## src/design/crs_reset_map.svh

```systemverilog
/*
  Constants for the core reset-state block: field values, boot vectors.
  Assumes inclusion by bare name from design and test files.
*/
`ifndef CRS_RESET_MAP_SVH
`define CRS_RESET_MAP_SVH

`define CRS_BOOT_VECTOR_VA     32'hBFC00000
`define CRS_BOOT_VECTOR_PA     32'h1FC00000
`define CRS_DEBUG_VECTOR_VA    32'hFF200200
`define CRS_CCA_UNCACHED       3'h2
`define CRS_BEV_RESET          1'h1
`define CRS_TS_RESET           1'h0
`define CRS_SR_RESET           1'h1
`define CRS_NMI_RESET          1'h0
`define CRS_ERL_RESET          1'h1
`define CRS_RP_RESET           1'h0
`define CRS_DBG_CLR            1'h0
`define CRS_CFG_STATIC_W       16
`define CRS_GPR_ZERO           32'h00000000

`endif

```

## src/design/crs_pkg.sv

```systemverilog
/*
  Types for the core reset-state block.
  Assumes the map header defines the constants.
*/
package crs_pkg;
  typedef enum logic [1:0] {
    CRS_SM_IDLE,
    CRS_SM_ADDR,
    CRS_SM_DATA
  } crs_sm_e;
endpackage

```

## src/design/crs_core_reset.sv

```systemverilog
/*
  Core reset-state sequencer: forces the minimal processor control state
  on power-up reset, master clear and watchdog outside sleep.
  Assumes master clear and static strap inputs are asynchronous pins,
  and that the watchdog and sleep signals come from core-clock logic.
*/
// Our own choices: the strobed register port and the placing of the registers.
`timescale 1ns/100ps
`include "crs_reset_map.svh"
module crs_core_reset
  import crs_pkg::*;
#(
  parameter int CFG_W = `CRS_CFG_STATIC_W
) (
  input  wire logic             ref_clk_in,         // Core clock, 125 MHz
  input  wire logic             resetn_in,          // Power-up reset, sync, active low
  input  wire logic             master_clear_n_in,  // Master clear pin, active low
  input  wire logic             watchdog_timeout_in,// Watchdog event pulse
  input  wire logic             sleep_in,           // Device in sleep
  input  wire logic             debug_boot_in,      // Debug boot option pin
  input  wire logic [CFG_W-1:0] cfg_static_in,      // Static configuration inputs
  input  wire logic             sw_wr_in,           // Software control write
  input  wire logic             sw_bev_in,          // New boot vector select
  input  wire logic             sw_erl_in,          // New error level
  input  wire logic             sw_exl_in,          // New exception level
  input  wire logic [2:0]       sw_k0_in,           // New kseg0 policy
  input  wire logic             sw_sst_in,          // New single step
  input  wire logic             exc_pend_set_in,    // Exception request
  input  wire logic             exc_pend_clr_in,    // Software clears pending
  input  wire logic             gpr_wr_in,          // GPR write
  input  wire logic [4:0]       gpr_waddr_in,       // GPR write index
  input  wire logic [31:0]      gpr_wdata_in,       // GPR write data
  input  wire logic [4:0]       gpr_raddr_in,       // GPR read index
  input  wire logic             bus_req_in,         // Bus transaction request
  output logic                  core_reset_out,     // Reset exception active
  output logic                  boot_vector_select_out, // Status boot vector
  output logic                  tlb_shutdown_flag_out,  // Status shutdown
  output logic                  soft_reset_flag_out,    // Status soft reset
  output logic                  nmi_flag_out,           // Status NMI
  output logic                  error_level_flag_out,   // Status error level
  output logic                  exc_level_flag_out,     // Status exception level
  output logic                  reduced_power_flag_out, // Status reduced power
  output logic [2:0]            kseg0_cache_policy_out, // Config kseg0 policy
  output logic [2:0]            user_seg_cache_policy_out, // Config user policy
  output logic [2:0]            kseg23_cache_policy_out,   // Config kseg2/3 policy
  output logic [CFG_W-1:0]      cfg_static_out,         // Config static fields
  output logic                  debug_mode_flag_out,    // Debug mode
  output logic                  debug_loadstore_segment_sel_out, // Debug segment
  output logic                  debug_fetch_buserr_pending_out,  // Debug bus error
  output logic                  debug_imprecise_exc_inhibit_out, // Debug inhibit
  output logic                  single_step_enable_out, // Debug single step
  output logic [31:0]           fetch_addr_out,         // First fetch address
  output logic                  exc_taken_out,          // Exception taken pulse
  output logic                  exc_pending_out,        // Exception pending
  output logic [31:0]           gpr_rdata_out,          // GPR read data
  output logic                  bus_busy_out,           // Bus transaction pending
  output logic                  bus_done_out            // Bus transaction done
);

  ////////////////////////////////////////////////////////////////////////////
  // Pin synchronisers
  logic [1:0]       master_clear_pin_sync_q;
  logic [1:0]       boot_sync_q;
  logic [CFG_W-1:0] cfg_sync1_q;
  logic [CFG_W-1:0] cfg_sync2_q;

  always_ff @(posedge ref_clk_in) begin
    master_clear_pin_sync_q <= {master_clear_pin_sync_q[0], master_clear_n_in};
    boot_sync_q <= {boot_sync_q[0], debug_boot_in};
    cfg_sync1_q <= cfg_static_in;
    cfg_sync2_q <= cfg_sync1_q;
  end

  // Soft reset and watchdog merge into the same reset path
  logic rst_any;
  assign rst_any = !resetn_in || !master_clear_pin_sync_q[1]
                || (watchdog_timeout_in && !sleep_in);

  ////////////////////////////////////////////////////////////////////////////
  // State
  typedef struct packed {
    logic             boot_vector_select;
    logic             ts;
    logic             srf;
    logic             nmi;
    logic             error_level_flag;
    logic             exl;
    logic             rp;
    logic [2:0]       k0;
    logic [2:0]       ku;
    logic [2:0]       k23;
    logic [CFG_W-1:0] cfg;
    logic             dm;
    logic             debug_loadstore_segment_sel;
    logic             debug_fetch_buserr_pending;
    logic             debug_imprecise_exc_inhibit;
    logic             single_step_enable;
    logic [31:0]      fetch;
    logic             pend;
    logic             taken;
  } crs_core_s;

  crs_core_s s_q;
  crs_core_s s_d;

  // Only control bits reset; GPR storage is never cleared
  logic [31:0] gpr_q [1:31];

  always_comb begin
    s_d       = s_q;
    s_d.taken = 1'b0;
    // Pending survives reset; set wins over clear
    if (exc_pend_clr_in) begin
      s_d.pend = 1'b0;
    end
    if (exc_pend_set_in) begin
      s_d.pend = 1'b1;
    end
    if (exc_pend_set_in && !s_q.error_level_flag && !s_q.exl) begin
      s_d.taken = 1'b1;
    end
    if (sw_wr_in) begin
      s_d.boot_vector_select = sw_bev_in;
      s_d.error_level_flag = sw_erl_in;
      s_d.exl = sw_exl_in;
      s_d.k0  = sw_k0_in;
      s_d.single_step_enable = sw_sst_in;
    end
    if (rst_any) begin
      s_d.boot_vector_select    = `CRS_BEV_RESET;
      s_d.ts     = `CRS_TS_RESET;
      s_d.srf    = `CRS_SR_RESET;
      s_d.nmi    = `CRS_NMI_RESET;
      s_d.error_level_flag    = `CRS_ERL_RESET;
      s_d.rp     = `CRS_RP_RESET;
      s_d.k0     = `CRS_CCA_UNCACHED;
      s_d.ku     = `CRS_CCA_UNCACHED;
      s_d.k23    = `CRS_CCA_UNCACHED;
      s_d.cfg    = cfg_sync2_q;
      s_d.dm     = boot_sync_q[1];
      s_d.debug_loadstore_segment_sel   = `CRS_DBG_CLR;
      s_d.debug_fetch_buserr_pending = `CRS_DBG_CLR;
      s_d.debug_imprecise_exc_inhibit   = `CRS_DBG_CLR;
      s_d.single_step_enable    = `CRS_DBG_CLR;
      s_d.fetch  = boot_sync_q[1] ? `CRS_DEBUG_VECTOR_VA
                                  : `CRS_BOOT_VECTOR_VA;
      s_d.taken  = 1'b0;
    end
  end

  // Sync reset path carries loaded values, so no async constant issue
  always_ff @(posedge ref_clk_in) begin
    s_q <= s_d;
  end

  always_ff @(posedge ref_clk_in) begin
    if (gpr_wr_in && (gpr_waddr_in != 5'h00)) begin
      gpr_q[gpr_waddr_in] <= gpr_wdata_in;
    end
  end

  assign gpr_rdata_out = (gpr_raddr_in == 5'h00) ? `CRS_GPR_ZERO
                                                 : gpr_q[gpr_raddr_in];

  ////////////////////////////////////////////////////////////////////////////
  // Memory interface
  crs_mem_if_sm u_mem (
    .ref_clk_in (ref_clk_in),
    .resetn_in  (resetn_in),
    .abort_in   (rst_any),
    .req_in     (bus_req_in),
    .busy_out   (bus_busy_out),
    .done_out   (bus_done_out)
  );

  ////////////////////////////////////////////////////////////////////////////
  // Outputs
  assign core_reset_out                  = rst_any;
  assign boot_vector_select_out          = s_q.boot_vector_select;
  assign tlb_shutdown_flag_out           = s_q.ts;
  assign soft_reset_flag_out             = s_q.srf;
  assign nmi_flag_out                    = s_q.nmi;
  assign error_level_flag_out            = s_q.error_level_flag;
  assign exc_level_flag_out              = s_q.exl;
  assign reduced_power_flag_out          = s_q.rp;
  assign kseg0_cache_policy_out          = s_q.k0;
  assign user_seg_cache_policy_out       = s_q.ku;
  assign kseg23_cache_policy_out         = s_q.k23;
  assign cfg_static_out                  = s_q.cfg;
  assign debug_mode_flag_out             = s_q.dm;
  assign debug_loadstore_segment_sel_out = s_q.debug_loadstore_segment_sel;
  assign debug_fetch_buserr_pending_out  = s_q.debug_fetch_buserr_pending;
  assign debug_imprecise_exc_inhibit_out = s_q.debug_imprecise_exc_inhibit;
  assign single_step_enable_out          = s_q.single_step_enable;
  assign fetch_addr_out                  = s_q.fetch;
  assign exc_taken_out                   = s_q.taken;
  assign exc_pending_out                 = s_q.pend;

  ////////////////////////////////////////////////////////////////////////////
  // Checks
  a_status_forced: assert property (@(posedge ref_clk_in)
    rst_any |=> boot_vector_select_out && soft_reset_flag_out && error_level_flag_out
      && !tlb_shutdown_flag_out && !nmi_flag_out && !reduced_power_flag_out)
    else $error("status flags wrong after reset");

  a_cache_uncached: assert property (@(posedge ref_clk_in)
    rst_any |=> kseg0_cache_policy_out == 3'h2 && user_seg_cache_policy_out == 3'h2
      && kseg23_cache_policy_out == 3'h2)
    else $error("cache policy not uncached after reset");

  // Pin synchronisers hold no value in the first power-up edges
  a_cfg_loaded: assert property (@(posedge ref_clk_in)
    rst_any && resetn_in |=> cfg_static_out == $past(cfg_sync2_q))
    else $error("static config not loaded at reset");

  a_debug_cleared: assert property (@(posedge ref_clk_in)
    rst_any && resetn_in |=> !debug_loadstore_segment_sel_out && !debug_fetch_buserr_pending_out
      && !debug_imprecise_exc_inhibit_out && !single_step_enable_out
      && debug_mode_flag_out == $past(boot_sync_q[1]))
    else $error("debug bits wrong after reset");

  a_boot_fetch: assert property (@(posedge ref_clk_in)
    rst_any && !boot_sync_q[1] |=> fetch_addr_out == 32'hBFC00000)
    else $error("boot fetch address wrong");

  a_master_clear_pin_reset: assert property (@(posedge ref_clk_in)
    !master_clear_pin_sync_q[1] |-> core_reset_out)
    else $error("master clear did not reset");

  a_wdt_reset: assert property (@(posedge ref_clk_in)
    watchdog_timeout_in && !sleep_in |=> error_level_flag_out && soft_reset_flag_out)
    else $error("watchdog outside sleep did not reset");

  a_gpr_zero: assert property (@(posedge ref_clk_in)
    gpr_raddr_in == 5'h00 |-> gpr_rdata_out == 32'h0)
    else $error("register zero not zero");

  a_pend_kept: assert property (@(posedge ref_clk_in)
    rst_any && s_q.pend && !exc_pend_clr_in |=> exc_pending_out)
    else $error("pending cleared by reset");

  a_blocked_exc: assert property (@(posedge ref_clk_in)
    error_level_flag_out |=> !exc_taken_out)
    else $error("exception taken while error level set");
endmodule

```

## src/design/crs_mem_if_sm.sv

```systemverilog
/*
  Static-memory interface sequencer with abort on reset.
  Assumes a single clock; reset and abort come from the reset block.
*/
`timescale 1ns/100ps
`include "crs_reset_map.svh"
module crs_mem_if_sm
  import crs_pkg::*;
(
  input  wire logic ref_clk_in,   // Core clock
  input  wire logic resetn_in,    // Sync reset, active low
  input  wire logic abort_in,     // Reset exception taken
  input  wire logic req_in,       // Bus request
  output logic      busy_out,     // Transaction pending
  output logic      done_out      // Transaction completed
);
  typedef struct packed {
    crs_sm_e st;
    logic    done;
  } crs_msm_s;

  crs_msm_s s_q;
  crs_msm_s s_d;

  always_comb begin
    s_d      = s_q;
    s_d.done = 1'b0;
    unique case (s_q.st)
      CRS_SM_IDLE: begin
        if (req_in) begin
          s_d.st = CRS_SM_ADDR;
        end
      end
      CRS_SM_ADDR: begin
        s_d.st = CRS_SM_DATA;
      end
      CRS_SM_DATA: begin
        s_d.st   = CRS_SM_IDLE;
        s_d.done = 1'b1;
      end
      default: begin
        s_d.st = CRS_SM_IDLE;
      end
    endcase
    // Abort drops any pending transfer with no completion
    if (abort_in) begin
      s_d.st   = CRS_SM_IDLE;
      s_d.done = 1'b0;
    end
  end

  always_ff @(posedge ref_clk_in) begin
    if (!resetn_in) begin
      s_q.st   <= CRS_SM_IDLE;
      s_q.done <= 1'b0;
    end else begin
      s_q <= s_d;
    end
  end

  assign busy_out = (s_q.st != CRS_SM_IDLE);
  assign done_out = s_q.done;

  a_abort_idles: assert property (@(posedge ref_clk_in) disable iff (!resetn_in)
    abort_in |=> !busy_out && !done_out)
    else $error("abort did not idle the memory sequencer");
endmodule

```

## config.mk

```make
export PLATFORM = sky130hd
export DESIGN_NAME = crs_core_reset
export DESIGN_NICKNAME = d
export VERILOG_FILES = /design/src/design/crs_pkg.sv /design/src/design/crs_core_reset.sv /design/src/design/crs_mem_if_sm.sv
export VERILOG_INCLUDE_DIRS = /design/src /design/src/design
export SDC_FILE = /design/constraint.sdc
export NUM_CORES = 1
export LEC_CHECK = 0
export BUFFER_PORTS_ARGS = -buffer_cell sky130_fd_sc_hd__buf_2
export CORE_AREA = 3 3 278 280
export CTS_CLUSTER_DIAMETER = 50
export DETAILED_ROUTE_END_ITERATION = 16
export DIE_AREA = 0 0 281 283
export GPL_TIMING_DRIVEN = 0
export PLACE_DENSITY_LB_ADDON = 0.3
export SLEW_MARGIN = 15
export SYNTH_ARGS = -nofsm -noshare
export SYNTH_HDL_FRONTEND = slang
export SYNTH_SLANG_ARGS = --single-unit
```

## constraint.sdc

```tcl
create_clock -name ref_clk_in -period 4.3 [get_ports ref_clk_in]
set_input_delay 0.645 -clock ref_clk_in [delete_from_list [all_inputs] [get_ports ref_clk_in]]
set_output_delay 0.645 -clock ref_clk_in [all_outputs]
set_load 0.03 [all_outputs]
```

==> run metrics, run 1 <==
Root Buffer=clkbuf_16; First DRT Iteration DRCs=around 2500; adder-cell share of the synthesized area=0%; share of layout cells above drive strength 1=28.0%; Syn Area/Cell=20.3 µm²; CTS max path bufs=3; Mapped Area=roughly 0.04 mm²; CP required=3.65 ns; H-tree depth=3; vias in the first global route=20813; final core utilization=62.5%; Post-synth EDFFs=1011; RePlAce Congestion=approximately 0.8; Slowest-stage cell, CP=a211oi_1; gr usage total=a little under a quarter; CP Capture Type=output pin; commonest non-fill, non-tap cell in the layout=edfxtp_1; I/O pins=182; design area=~0.047 mm²; worst skew pair latency=0.66 ns; largest net degree at the start of global routing=32; Reg power frac=53.5%; Psw=4.70 mW; Sw Ratio=21.9%; drt total wl=94.3 mm; Final min period=4.12 ns; Startpoint Class=primary input; measured slew at the worst slew-check pin=between 0.9 and 1 ns; mean number of vias per cell=6.15; Initial Utilization=54.0%; slew margin rel.=between 30 and 40%; Int Pwr=16.8 mW; post-synthesis compound-gate area fraction=4.66%; post-synthesis sequential area ratio=77.6%; CTS hold repair buffers=0; hold depth=1; DIE WIDTH=281 µm; final period utilization=95.8%; part of the power in the clock network=40.2%; max cap viols=0; gr ovfl total=0; drt first pass iters=6; clock slew at reported path FFs=0.06 ns; Slowest Stage Delay on Critical Path=roughly 0.73 ns; CTS buffer count=103; nets@finish=between 2000 and 2500; ANT nets after route=0; Synth Warn #=0; Die Area=0.0795 mm²; PwrDens=460 mW/mm²; LEAKAGE=15.7 nW; # DRC=0; post-synthesis xor/xnor area fraction=0%; peak supply drop=roughly 0.00037 V; number of placement rows=100; RSZ-0062 raised after global routing=no; Synth Register Bits=about 1100; core area=0.0747 mm²; Synth Instances=1984; largest family of logic cells by synthesized area=multiplexers; fmax=243 MHz; Avg WL per Cell=28.1 µm; multiplexer share of the synthesized area=13.3%; synth unique cells=50; CTS Sinks=1058; placed standard-cell area=between 0.04 and 0.05 mm²; Primary FF master, synth=edfxtp_1; die height=283 µm; Post-synth ARST share=0%; status=complete, no violations; critical path class=in2out; DP Wirelength=63.4 mm; initial antenna violation count=3; critical-path maximum fanout=10; combinational share of power=6.3%; Area Overhead vs Synth=15.7%; Vias=around 21000; data arrival time of the worst path=3.47 ns; post-synthesis simple-gate area fraction=between 1.5 and 2%; final hold vios=0; Final Max Slew Viols=0; cell chain of the critical path=buf_2, buf_6, buf_6, buf_6, nand3b_2, buf_2, o22ai_1, nor4_1, a211oi_1, buf_2; first-pass GRT wire length=138 mm; most frequent cells in the layout=edfxtp_1, mux2i_1, buf_2; port bufs=between 100 and 150; Clock Skews=0.0135 ns; R2R depth=3; Hold Crit Class=in2reg; Final Setup Violations=0; CTS tree=built
[worst max-delay path: cells and delay by family]
kind | cells | cell delay, ns
compound gates | 2 | 0.93
buf+inv | 6 | 1.49
simple gates | 2 | 0.38
[state kept, by name, summed over array words and instances (netlist names)]
signal / count
boot_sync_q: 2
boot_vector_select_out: 1
cfg_static_out: 16
cfg_sync1_q: 16
cfg_sync2_q: 16
error_level_flag_out: 1
exc_level_flag_out: 1
exc_pending_out: 1
exc_taken_out: 1
fetch_addr_out: 2
gpr_q: 992
kseg0_cache_policy_out: 3
master_clear_pin_sync_q: 2
single_step_enable_out: 1
u_mem.done_out: 1
u_mem.s_q: 2
[cell usage after synthesis, types with 3 or more instances]
| cell type | n | area (µm²) |
|---|---|---|
| o22ai_1 | 50 | 313 |
| buf_2 | 35 | 175 |
| edfxtp_1 | 1011 | 30400 |
| dfxtp_1 | 47 | 941 |
| mux2_2 | 48 | 541 |
| mux4_2 | 112 | 2520 |
| nor4_1 | 23 | 144 |
| inv_1 | 3 | 11.3 |
| nor2_1 | 62 | 233 |
| o221ai_1 | 32 | 280 |
| a22o_1 | 14 | 123 |
| buf_1 | 3 | 11.3 |
| or3b_1 | 4 | 35.0 |
| a221oi_2 | 20 | 300 |
| clkbuf_1 | 32 | 120 |
| nand3b_1 | 8 | 60.1 |
| a221oi_1 | 5 | 43.8 |
| o2bb2ai_1 | 24 | 210 |
| a22oi_1 | 7 | 52.6 |
| nor2b_1 | 6 | 37.5 |
| or3_1 | 3 | 18.8 |
| mux2i_1 | 229 | 2290 |
| buf_4 | 67 | 503 |
| a31oi_1 | 7 | 43.8 |
| a21oi_1 | 31 | 155 |
| nand2_1 | 17 | 63.8 |
| a211o_1 | 3 | 26.3 |
| o2111ai_1 | 7 | 61.3 |
| buf_6 | 17 | 191 |
| a211oi_1 | 30 | 225 |
[power groups by stage]
stage	Clock (mW)	Combinational, mW	Sequential [mW]
3_3_place_gp	0	1.28	11.7
3_5_place_dp	0	1.34	11.7
2_1_floorplan	0	0.752	11.7
5_1_grt	9.12	1.43	11.5
4_1_cts	8.72	1.35	11.5
6_report	8.63	1.35	11.5
[through the flow]
stage	setup WS, ns	total power, mW	cells	TNS (ns)	hold WS (ns)
after floorplan	1.18	12.5	2022	0	0.310
after global placement	-0.760	13.0	3130	-132.64	0.310
after detailed placement	0.192	13.0	3163	0	0.312
after CTS	0.132	21.5	3356	0	0.0432
after global routing	0.0322	22.0	3356	0	0.0534
final	0.181	21.5	3357	0	0.0803
[path summary, 6_finish.rpt]
path	endpoint	slack (ns)	startpoint
worst max-delay path	gpr_rdata_out[4]	0.18	gpr_raddr_in[1]
worst min-delay path	cfg_sync1_q[12]	0.08	cfg_static_in[12]
worst max register to register	u_mem.s_q[1]	2.92	master_clear_pin_sync_q[1]
worst min register to register	cfg_sync2_q[11]	0.32	cfg_sync1_q[11]
[timing repair]
| action | 4_1_cts | 5_1_grt |
|---|---|---|
| endpoints found under the hold margin | 0 | 0 |
| setup buffers | 0 | 0 |
| endpoints found under the setup margin | 0 | 4 |
| gates resized for setup | 0 | 4 |
[layer usage]
metal / global-route usage, % / vias up / part of all wire, %
met5: 0 / - / 0.013
met4: 6.47 / 2 / 2.6
met3: 5.55 / 149 / 8.9
met2: 37.4 / 984 / 48
met1: 33.8 / 10749 / 41
li1: - / 8772 / -
[area by class of cell]
| class | count | area (µm²) |
|---|---|---|
| clock inverters | 60 | 474 |
| plain buffers | 154 | 1000 |
| flip-flops and latches | 1058 | 31300 |
| clock buffers | 133 | 2770 |
| fillers | 5025 | 28000 |
| repair buffers | 172 | 1480 |
| multi-input cells | 807 | 8400 |
| diodes | 1 | 2.50 |
| well taps | 969 | 1210 |
| inverters | 3 | 11.3 |
[logic make-up after synthesis]
kind of cell	count (synthesis)
compound gates	235
mux	390
other cells	2
simple gates	142
buf+inv	157
flops	1058
No activity file was read; power rests on OpenSTA's default activity.
==> run 2: changes to the inputs <==
- CORE_AREA: 3 3 278 280 -> 2 2 277 279
- DIE_AREA: 0 0 281 283 -> 0 0 279 281
- GPL_ROUTABILITY_DRIVEN: default -> 0
==> run 2 against run 1 <==
  * Sequential cell count is the same
  * Clock power grew 7.9%
  * Combinational power is essentially flat
  * Non-clock buffer count shrank 1
  * Power grew 3.2%
  * First-iteration DRC count shrank 1.5%
  * Clock skew shrank 0.0024 ns
  * Global-route usage grew 0.52 points
  * Via count grew 0.20%
  * Wire length grew 0.69%
  * Largest power group unchanged
==> run metrics, run 2 (synthesized netlist as in run 1, its figures left out) <==
Final min period=4.24 ns (+0.120 ns); CTS tree=built; final hold vios=0 (unchanged); design area=0.0469 mm² (+0.63%); DP Wirelength=63.1 mm (-0.49%); CP required=3.65 ns (about the same); metal1 wirelength=38.3 mm (+0.21%); ANT nets after route=0 (unchanged); met2 wire len=45.2 mm (-0.21%); initial antenna violation count=3 (unchanged); final period utilization=98.6% (+2.8 points); H-tree depth=3 (unchanged); PwrDens=472 mW/mm² (+2.6%); # DRC=0 (unchanged); slew margin rel.=35.8% (-3.3 points); Final Max Slew Viols=0 (unchanged); vias in the first global route=20721 (-0.44%); CP Capture Type=output pin; fillers=5049 (+0.48%); worst skew pair latency=0.68 ns (+0.02 ns); Hold Worst Slack=0.0649 ns (-0.0154 ns); data arrival time of the worst path=3.59 ns (+0.12 ns); port bufs=139 (unchanged); critical path class=in2out; core area=0.0754 mm² (+1.0%); die height=281 µm (-0.71%); CTS Sinks=1058 (unchanged); critical-path maximum fanout=10 (unchanged); nets@finish=2377 (+0.084%); share of layout cells above drive strength 1=28.2% (+0.16 points); measured slew at the worst slew-check pin=0.957 ns (+0.0466 ns); CTS buffer count=106 (+2.9%); LEAKAGE=15.8 nW (+0.85%); First DRT Iteration DRCs=2442 (-1.5%); Biggest register=gpr_q; mean number of vias per cell=6.15 (-0.12%); clock slew at reported path FFs=0.06 ns (about the same); Root Buffer=clkbuf_16; Post-CTS Resized=0 (unchanged); Die Area=0.0784 mm² (-1.4%); Routed met3 length=8.63 mm (+3.0%); CTS max path bufs=3 (unchanged); largest net degree at the start of global routing=32 (unchanged); CP top delay family=buffers and inverters; status=complete, no violations; number of placement rows=101 (+1.0%); Worst R2R Setup Slack=2.94 ns (+0.02 ns); peak supply drop=0.000361 V (-1.1%); Vias=20698 (+0.20%); I/O pins=182 (unchanged); Hold Crit Class=in2reg; RSZ-0062 raised after global routing=no; DR top layer=met5; fmax=236 MHz (-2.8%); cell chain of the critical path=buf_2, buf_6, buf_6, buf_6, nand3b_2, buf_2, o22ai_1, nor4_1, a211oi_1, buf_2; placed standard-cell area=0.0434 mm² (unchanged); drt first pass iters=6 (unchanged); Area Overhead vs Synth=16.4%; most frequent cells in the layout=edfxtp_1, mux2i_1, buf_2; commonest non-fill, non-tap cell in the layout=edfxtp_1; first-pass GRT wire length=137 mm (-0.33%); DIE WIDTH=279 µm (-0.71%); Final Setup Violations=0 (unchanged); CTS hold repair buffers=0 (unchanged); Clock Skews=0.0111 ns (-0.00239 ns); max cap viols=0 (unchanged); Slowest Stage Delay on Critical Path=0.83 ns (+0.10 ns); max reg flops=992 (unchanged); Slowest-stage cell, CP=a211oi_1; gr usage total=24.3% (+0.52 points); drt total wl=95.0 mm (+0.69%); Startpoint Class=primary input; crit path buf inv count=6 (unchanged); # Post-CTS Setup Buffers=0 (unchanged); Initial Utilization=53.4% (-0.53 points); gr ovfl total=0 (unchanged); Avg WL per Cell=28.2 µm (+0.36%); Total Power=22.1 mW (+3.2%)
## run 2: cell type report
type | instances | area, µm² | area share, %
Sequential cell | 1058 | 31300 | 66.7
Inverter | 3 | 11.3 | 0.0240
Antenna cell | 2 | 5.00 | 0.0107
Clock buffer | 129 | 2800 | 5.97
Multi-Input combinational cell | 807 | 8390 | 17.9
Timing Repair Buffer | 171 | 1460 | 3.12
Clock inverter | 66 | 749 | 1.60
Tap cell | 978 | 1220 | 2.61
Buffer | 154 | 1000 | 2.13
## run 2: metal layers
| metal | GRT usage, % | vias to the layer above |
|---|---|---|
| met3 | 5.10 | 168 |
| li1 | - | 8782 |
| met4 | 8.45 | 4 |
| met2 | 38.1 | 1032 |
| met1 | 34.3 | 10712 |
| met5 | 0 | - |
## run 2: path summary, 6_finish.rpt
path	from	end	cells after the start
setup / recovery	gpr_raddr_in[1]	gpr_rdata_out[4]	10
hold / removal	cfg_static_in[3]	cfg_sync1_q[3]	1
setup reg to reg	master_clear_pin_sync_q[1]	exc_taken_out	3
hold reg to reg	cfg_sync1_q[4]	cfg_sync2_q[4]	0
## run 2: stage by stage
stage	util [%]	TNS [ns]	std cells	setup slack, ns
after floorplan	-	0	2022	1.18
after global placement	56.2	-153.75	3139	-0.739
after detailed placement	57.5	0	3171	0.200
after CTS	62.2	0	3366	0.188
after global routing	62.2	0	3366	0.0573
final	62.2	0	3368	0.0604
## run 2: report_power, final
part / internal, mW / leakage (nW) / total, mW / switching, mW
combinational: 0.445 / 4.55 / 1.36 / 0.916
clock: 5.45 / 1.74 / 9.31 / 3.86
sequential: 11.4 / 9.53 / 11.5 / 0.0382
